<file path="src/trig_pkg.sv">
// Purpose: Shared constants, modes and carriers for the trigger controller
// Assumes: 100 MHz ref_clk
// Notes:   Command and status bundles travel as packed structs
package trig_pkg;

    localparam int CLK_FREQ_HZ    = 100_000_000;
    localparam int SETUP_TIME_MS  = 20;
    // Set-up time after arming, in clock cycles
    localparam int SETUP_CYCLES   = SETUP_TIME_MS * (CLK_FREQ_HZ / 1000);

    localparam int COUNT_W        = 16;
    localparam logic [COUNT_W-1:0] TRIG_COUNT_MIN     = 16'h0001;
    localparam logic [COUNT_W-1:0] TRIG_COUNT_MAX     = 16'hc350;
    localparam logic [COUNT_W-1:0] TRIG_COUNT_RESET   = 16'h0001;
    localparam logic [COUNT_W-1:0] SAMPLE_COUNT_MIN   = 16'h0001;
    localparam logic [COUNT_W-1:0] SAMPLE_COUNT_RESET = 16'h0001;
    localparam logic               EXT_IDLE_LEVEL     = 1'b1;

    typedef enum logic [1:0] {
        src_imm,
        src_ext,
        src_bus
    } trig_src_e;

    typedef enum logic [2:0] {
        st_idle,
        st_setup,
        st_wait,
        st_start,
        st_busy
    } trig_state_e;

    typedef struct packed {
        logic                arm;
        logic                read_query;
        logic                measure_query;
        logic                configure;
        logic                set_source;
        trig_src_e           source;
        logic                set_count;
        logic                count_min;
        logic                count_max;
        logic [COUNT_W-1:0]  count_value;
        logic                set_samples;
        logic [COUNT_W-1:0]  sample_value;
        logic                bus_trg;
        logic                bus_get;
    } cmd_s;

    typedef struct packed {
        logic                idle;
        logic                setup;
        logic                waiting;
        logic                measuring;
        trig_src_e           source;
        logic [COUNT_W-1:0]  trig_count;
        logic [COUNT_W-1:0]  sample_count;
        logic [COUNT_W-1:0]  trigs_taken;
    } status_s;

endpackage
</file>
<file path="src/fall_detect.sv">
// Purpose: Falling-edge detector for the external trigger input
// Assumes: Input already synchronous to ref_clk
// Notes:   One-cycle pulse per high-to-low transition
`timescale 1ns/1ps
`default_nettype none
module fall_detect (
    input  wire logic ref_clk,
    input  wire logic rstn,
    input  wire logic level_in,
    output logic      fall
);
    import trig_pkg::*;

    logic prev_q;
    logic prev_d;

    always_comb begin
        prev_d = level_in;
    end

    // Idle-high reset, so a line held low at release reads as an edge
    always_ff @(posedge ref_clk or negedge rstn) begin
        if (!rstn) begin
            prev_q <= EXT_IDLE_LEVEL;
        end else begin
            prev_q <= prev_d;
        end
    end

    assign fall = prev_q & ~level_in;

endmodule // fall_detect
`default_nettype wire

</file>
<file path="src/measurement_trigger_controller.sv">
// Purpose: Trigger source selection, arming, set-up blanking and counting
// Assumes: Commands arrive as one-cycle pulses in a cmd_s bundle
// Notes:   Reading engine is outside; it answers reading_start with reading_done
`timescale 1ns/1ps
`default_nettype none
module measurement_trigger_controller #(
    parameter int SETUP_CYCLES = trig_pkg::SETUP_CYCLES
) (
    input  wire logic            ref_clk,
    input  wire logic            rstn,
    input  wire trig_pkg::cmd_s  cmd,
    input  wire logic            ext_trig_n,
    input  wire logic            reading_done,
    output logic                 reading_start,
    output logic                 measurement_done_output,
    output logic                 settings_conflict,
    output logic                 bus_trg_rejected,
    output logic                 trigger_ignored,
    output trig_pkg::status_s    status
);
    import trig_pkg::*;

    localparam int TW = (SETUP_CYCLES > 1) ? $clog2(SETUP_CYCLES) : 1;

    // Refused at elaboration: a zero-length set-up has no timer value
    if (SETUP_CYCLES < 1) begin : g_bad_setup
        $error("SETUP_CYCLES must be at least 1");
    end

    trig_state_e         state_q,     state_d;
    trig_src_e           src_q,       src_d;
    logic [COUNT_W-1:0]  tcount_q,    tcount_d;
    logic [COUNT_W-1:0]  scount_q,    scount_d;
    logic [COUNT_W-1:0]  taken_q,     taken_d;
    logic [COUNT_W-1:0]  left_q,      left_d;
    logic [TW-1:0]       timer_q,     timer_d;
    logic                one_shot_q,  one_shot_d;
    logic                done_q,      done_d;
    logic                conflict_q,  conflict_d;
    logic                rejected_q,  rejected_d;
    logic                ignored_q,   ignored_d;

    logic                ext_fall;
    logic                trig_seen;
    logic                trig_hit;
    logic                in_idle;
    logic                arm_req;

    fall_detect u_fall (
        .ref_clk  (ref_clk),
        .rstn     (rstn),
        .level_in (ext_trig_n),
        .fall     (ext_fall)
    );

    assign in_idle = (state_q == st_idle);
    assign arm_req = cmd.arm | cmd.read_query;

    // Any trigger event of the selected source, regardless of state
    always_comb begin
        case (src_q)
            src_imm: trig_seen = 1'b1;
            src_ext: trig_seen = ext_fall;
            src_bus: trig_seen = cmd.bus_trg | cmd.bus_get;
            default: trig_seen = 1'b0;
        endcase
    end

    assign trig_hit = trig_seen & (state_q == st_wait);

    always_comb begin
        state_d    = state_q;
        src_d      = src_q;
        tcount_d   = tcount_q;
        scount_d   = scount_q;
        taken_d    = taken_q;
        left_d     = left_q;
        timer_d    = timer_q;
        one_shot_d = one_shot_q;
        done_d     = 1'b0;
        conflict_d = 1'b0;
        rejected_d = 1'b0;
        ignored_d  = 1'b0;

        // Configuration writes are only taken in idle
        if (cmd.set_source) begin
            if (in_idle) begin
                src_d = cmd.source;
            end else begin
                conflict_d = 1'b1;
            end
        end

        if (cmd.set_count && in_idle) begin
            if (cmd.count_min) begin
                tcount_d = TRIG_COUNT_MIN;
            end else if (cmd.count_max) begin
                tcount_d = TRIG_COUNT_MAX;
            end else if (cmd.count_value < TRIG_COUNT_MIN) begin
                tcount_d = TRIG_COUNT_MIN;
            end else if (cmd.count_value > TRIG_COUNT_MAX) begin
                tcount_d = TRIG_COUNT_MAX;
            end else begin
                tcount_d = cmd.count_value;
            end
        end

        if (cmd.set_samples && in_idle) begin
            scount_d = (cmd.sample_value < SAMPLE_COUNT_MIN) ? SAMPLE_COUNT_MIN
                                                             : cmd.sample_value;
        end

        // Bus trigger command outside waiting is refused when the bus is the selected source
        if (src_q == src_bus && cmd.bus_trg && state_q != st_wait) begin
            rejected_d = 1'b1;
        end

        // Non-immediate triggers that miss the window, set-up included; bus_trg is flagged as rejected instead
        if (src_q != src_imm && trig_seen && state_q != st_wait) begin
            ignored_d = ~(cmd.bus_trg & (src_q == src_bus));
        end

        case (state_q)
            st_idle: begin
                if (cmd.measure_query) begin
                    src_d      = src_imm;
                    tcount_d   = TRIG_COUNT_RESET;
                    one_shot_d = 1'b1;
                    left_d     = 16'h0001;
                    taken_d    = '0;
                    state_d    = st_start;
                end else if (cmd.configure) begin
                    src_d    = src_imm;
                    tcount_d = TRIG_COUNT_RESET;
                end else if (arm_req) begin
                    one_shot_d = 1'b0;
                    taken_d    = '0;
                    timer_d    = TW'(SETUP_CYCLES - 1);
                    state_d    = st_setup;
                end
            end
            st_setup: begin
                // Triggers here fall through the ignore path above
                if (timer_q == '0) begin
                    state_d = st_wait;
                end else begin
                    timer_d = timer_q - 1'b1;
                end
            end
            st_wait: begin
                if (trig_hit) begin
                    left_d  = scount_q;
                    state_d = st_start;
                end
            end
            st_start: begin
                state_d = st_busy;
            end
            st_busy: begin
                if (reading_done) begin
                    done_d = 1'b1;
                    if (left_q > 16'h0001) begin
                        left_d  = left_q - 16'h0001;
                        state_d = st_start;
                    end else begin
                        taken_d = taken_q + 16'h0001;
                        // Count compared before increment lands
                        if (one_shot_q || (taken_q + 16'h0001) >= tcount_q) begin
                            state_d = st_idle;
                        end else begin
                            state_d = st_wait;
                        end
                    end
                end
            end
            default: begin
                state_d = st_idle;
            end
        endcase
    end

    always_ff @(posedge ref_clk or negedge rstn) begin
        if (!rstn) begin
            state_q    <= st_idle;
            src_q      <= src_imm;
            tcount_q   <= TRIG_COUNT_RESET;
            scount_q   <= SAMPLE_COUNT_RESET;
            taken_q    <= '0;
            left_q     <= '0;
            timer_q    <= '0;
            one_shot_q <= 1'b0;
            done_q     <= 1'b0;
            conflict_q <= 1'b0;
            rejected_q <= 1'b0;
            ignored_q  <= 1'b0;
        end else begin
            state_q    <= state_d;
            src_q      <= src_d;
            tcount_q   <= tcount_d;
            scount_q   <= scount_d;
            taken_q    <= taken_d;
            left_q     <= left_d;
            timer_q    <= timer_d;
            one_shot_q <= one_shot_d;
            done_q     <= done_d;
            conflict_q <= conflict_d;
            rejected_q <= rejected_d;
            ignored_q  <= ignored_d;
        end
    end

    // Handshake output, decoded from state
    assign reading_start           = (state_q == st_start);
    assign measurement_done_output = done_q;
    assign settings_conflict       = conflict_q;
    assign bus_trg_rejected        = rejected_q;
    assign trigger_ignored         = ignored_q;

    always_comb begin
        status.idle         = (state_q == st_idle);
        status.setup        = (state_q == st_setup);
        status.waiting      = (state_q == st_wait);
        status.measuring    = (state_q == st_start) || (state_q == st_busy);
        status.source       = src_q;
        status.trig_count   = tcount_q;
        status.sample_count = scount_q;
        status.trigs_taken  = taken_q;
    end

endmodule // measurement_trigger_controller
`default_nettype wire

</file>
<file path="config.mk">
export PLATFORM = sky130hd
export DESIGN_NAME = measurement_trigger_controller
export DESIGN_NICKNAME = d
export VERILOG_FILES = /design/src/trig_pkg.sv /design/src/fall_detect.sv /design/src/measurement_trigger_controller.sv
export SDC_FILE = /design/constraint.sdc
export NUM_CORES = 1
export LEC_CHECK = 0
export BUFFER_PORTS_ARGS = -buffer_cell sky130_fd_sc_hd__clkbuf_2
export CAP_MARGIN = 20
export CORE_MARGIN = 4
export CORE_UTILIZATION = 50
export DETAILED_ROUTE_END_ITERATION = 8
export PLACE_DENSITY = 0.73
export SYNTH_ARGS = -nofsm -noshare
export SYNTH_HDL_FRONTEND = slang
export SYNTH_SLANG_ARGS = --single-unit
</file>
<file path="constraint.sdc">
create_clock -name ref_clk -period 8.45 [get_ports ref_clk]
set_clock_uncertainty 0.2 [all_clocks]
set_input_delay 0.845 -clock ref_clk [delete_from_list [all_inputs] [get_ports ref_clk]]
set_output_delay 0.845 -clock ref_clk [all_outputs]
set_load 0.1 [all_outputs]
</file>
==> qor.tcl <==
set qor(synth-edff-count) 0
set qor(die_area_sq_um) 12900
set qor(synthesis.nets) 655
set qor(synth_top_family_by_area) {compound AO/OA/AOI/OAI gates}
set qor(final_net_count) 755
set qor(leakagePower_nw) 2.92
set qor(cts.reportedPaths.clkPinSlew_ps) 100
set qor(cts_made_buffers) 9
set qor(remaining_antenna_violation_count_after_routing) 0
set qor(setup-tns-final_ps) 0
set qor(timing.slew.headroom_pct) 40.0
set qor(yosys_warnings) 0
set qor(grt_antenna_before_repair) 0
set qor(cts_post_setup_buffers_inserted) 0
set qor(area_share_of_the_largest_cell_type_after_synthesis_pct) 41.6
set qor(cts_root_buf) {sky130_fd_sc_hd__clkbuf_8}
set qor(finalSetupViolations) 0
set qor(ir_drop_worst_case_vdd_mv) 0.343
set qor(synth.ff_latch_count) 96
set qor(post_synth_instance_area_sq_um) 5600
set qor(layout_min_cycle_time_ps) 3420
set qor(final-max-slew-violation-count) 0
set qor(timing.final.crit_share_pct) 40.5
set qor(layout-area-overhead-vs-synth_pct) 15.3
set qor(globalRoute.totalOverflow) 0
set qor(cp_data_required_time_ps) 7400
set qor(hold_slack_ps) 247
set qor(worst_slew_pin_slew_ps) 899
set qor(synth_simple_gate_area_share_pct) 20.7
set qor(detailedRoute.firstPassIterationCount) 5
set qor(netlist_top_cells_area) {sky130_fd_sc_hd__dfrtp_1, sky130_fd_sc_hd__ha_1, sky130_fd_sc_hd__a21oi_1}
set qor(most_common_library_cell_in_the_layout_ignoring_fill_and_taps) {sky130_fd_sc_hd__clkbuf_2}
set qor(post_synth_xor_area_fraction_pct) 2.19
set qor(initial_core_util_pct) 51.4
set qor(num_antenna_cells) 0
set qor(share_of_synthesized_area_spent_on_multiplexers_pct) 4.27
set qor(routed-via-count) 5048
set qor(critPathArrivalTime_ps) 2370
set qor(postSynthCellCount) 586
set qor(end_kind) {output port}
set qor(clk_path_buf_depth) 2
set qor(via_to_cell_ratio) 6.07
set qor(grt_pass1_vias) 5072
set qor(regToRegSetupSlack_ps) 5160
set qor(crit_path_max_fanout) 19
set qor(finalWeightedCongestion) 0.931
set qor(routed_wirelength_um) 14200
set qor(synth_async_sr_flop_share_pct) 100
set qor(synth-compound-area-share_pct) 20.7
set qor(seq_area_frac_synth_pct) 43.0
set qor(timing.setup.critical_path_class) {register to output port}
set qor(gr-usage-all-layers_pct) 23.2
set qor(mostFrequentLayoutCells) {sky130_fd_sc_hd__clkbuf_2, sky130_fd_sc_hd__dfrtp_1, sky130_fd_sc_hd__nand2_1}
set qor(cts.sink_count) 96
set qor(coreArea_sq_um) 10900
set qor(num_io_pins) 108
set qor(io_buffer_count) 107
set qor(power_density_nw_per_um2) 374
set qor(setup.worst_path.start_class) {register}
set qor(syn_area_per_cell_sq_um) 9.55
set qor(post_synthesis_adder_cell_area_fraction_pct) 4.47
set qor(grt_start_max_net_pins) 53
set qor(reg2reg_from) {taken_q[0]}
set qor(dp.final_hpwl_um) 10700
set qor(grt_setup_unrepaired) {false}
set qor(cts_tree) {done}
set qor(rows) 38
set qor(clock_latency_ps) 380
set qor(grt_first_pass_wirelength_um) 24600
set qor(postCtsResizedCells) 0
set qor(hold_removal_path_class) {input port to asynchronous set/reset pin}
set qor(number_of_unique_standard_cell_types_used_by_synthesis) 83
set qor(synth-main-ff-cell) {sky130_fd_sc_hd__dfrtp_1}
set qor(synth_top_area_cell) {sky130_fd_sc_hd__dfrtp_1}
set qor(cp_launch_point) {state_q[0]}
set qor(finalHoldViolCount) 0
set qor(status) {completed}
set qor(post_drt_wl_per_cell_um) 17.1
set qor(h-tree-depth) 3
set qor(post-route-drc-count) 0
set qor(fraction_of_layout_instances_using_a_drive_strength_above_1_pct) 24.5
set qor(drtIter0Drc) 317
set qor(cts_hold_repair.buffers) 0
set qor(die_extent_in_y_um) 114
set qor(max_cap_viol_count) 0
set qor(floorplan.die.width_um) 114
set qor(max_freq_mhz) 293
-- path summary, 6_finish.rpt --
kind,end,depth (start not counted)
worst min-delay path,tcount_q[1],1
worst max register to register,state_q[1],11
min in group ref_clk,left_q[13],1
max in group asynchronous,scount_q[3],2
worst min register to register,left_q[13],1
worst max-delay path,status[51],4
-- area by class of cell --
type	instances	area, sq um
fillers	947	4440
multi-input cells	431	2920
flip-flops and latches	96	2410
repair buffers	110	561
well taps	140	175
inverters	38	143
clock buffers	9	124
clock inverters	7	119
-- layer usage --
| layer | global-route usage (%) | vias to the layer above | routed length (um) |
|---|---|---|---|
| li1 | - | 2383 | - |
| met1 | 30.7 | 2461 | 6160 |
| met2 | 38.5 | 176 | 6850 |
| met3 | 4.62 | 28 | 879 |
| met4 | 7.68 | 0 | 305 |
| met5 | 0 | - | 0 |
-- critical path, stage by stage, from the launching register on --
cell	delay (ps)
sky130_fd_sc_hd__dfrtp_1	540
sky130_fd_sc_hd__inv_1	230
sky130_fd_sc_hd__nand2_1	180
sky130_fd_sc_hd__clkinv_1	490
sky130_fd_sc_hd__clkbuf_2	550
-- flip-flops by register name (all words and copies together) (netlist names) --
name,cells
bus_trg_rejected,1
left_q,16
measurement_done_output,1
one_shot_q,1
scount_q,16
settings_conflict,1
src_q,2
state_q,3
taken_q,16
tcount_q,16
timer_q,21
trigger_ignored,1
u_fall.prev_q,1
-- kinds of logic after synthesis --
kind of cell | count (synthesis)
and+or+nand+nor | 211
AOI/OAI and AO/OA | 164
DFF | 96
buffers and inverters | 59
muxes | 22
adders and majority gates | 20
xor gates and xnor gates | 14
-- report_power, final --
part / internal (mW) / total [mW] / switching [mW]
Clock: 0.197 / 0.365 / 0.168
Combinational: 0.300 / 1.34 / 1.04
Sequential: 0.580 / 0.707 / 0.127
Total: 1.08 / 2.41 / 1.33
-- per-stage QoR --
step	utilization [%]	cell area (sq um)	setup WS, ps	instances	total power, mW
final	59.3	6450	5030	831	2.41
after global routing	59.3	6450	4880	831	2.55
after CTS	59.3	6450	5090	831	2.41
after detailed placement	57.0	6210	5180	815	2.04
after global placement	57.0	6210	5320	815	2.02
after floorplan	-	5600	4750	586	1.78
-- synthesized netlist by cell type, types with 3 or more instances --
| library cell | number |
|---|---|
| sky130_fd_sc_hd__nand2_1 | 45 |
| sky130_fd_sc_hd__or4_1 | 9 |
| sky130_fd_sc_hd__xor2_1 | 6 |
| sky130_fd_sc_hd__inv_1 | 36 |
| sky130_fd_sc_hd__or3_1 | 7 |
| sky130_fd_sc_hd__mux2_2 | 15 |
| sky130_fd_sc_hd__buf_2 | 8 |
| sky130_fd_sc_hd__a22o_1 | 16 |
| sky130_fd_sc_hd__and4_1 | 4 |
| sky130_fd_sc_hd__nor2_1 | 41 |
| sky130_fd_sc_hd__a21oi_1 | 35 |
| sky130_fd_sc_hd__buf_4 | 5 |
| sky130_fd_sc_hd__a22oi_1 | 5 |
| sky130_fd_sc_hd__and3_1 | 4 |
| sky130_fd_sc_hd__ha_1 | 20 |
| sky130_fd_sc_hd__a21o_1 | 6 |
| sky130_fd_sc_hd__dfstp_2 | 3 |
| sky130_fd_sc_hd__mux2i_1 | 7 |
| sky130_fd_sc_hd__nor4_1 | 14 |
| sky130_fd_sc_hd__nor3_1 | 21 |
| sky130_fd_sc_hd__o2bb2ai_1 | 13 |
| sky130_fd_sc_hd__clkbuf_1 | 6 |
| sky130_fd_sc_hd__nand2b_1 | 4 |
| sky130_fd_sc_hd__o21ai_1 | 6 |
| sky130_fd_sc_hd__a32oi_1 | 3 |
| sky130_fd_sc_hd__o21ai_0 | 28 |
| sky130_fd_sc_hd__o22ai_1 | 11 |
| sky130_fd_sc_hd__a31oi_1 | 4 |
| sky130_fd_sc_hd__or4_4 | 3 |
| sky130_fd_sc_hd__dfrtp_1 | 93 |
| sky130_fd_sc_hd__nand3_1 | 23 |
| sky130_fd_sc_hd__and2_1 | 5 |
| sky130_fd_sc_hd__o21a_1 | 4 |
| sky130_fd_sc_hd__o31ai_1 | 7 |
| sky130_fd_sc_hd__xnor2_1 | 8 |
| sky130_fd_sc_hd__nand4_1 | 5 |
Note: power is estimated with default switching activity, not from simulation.
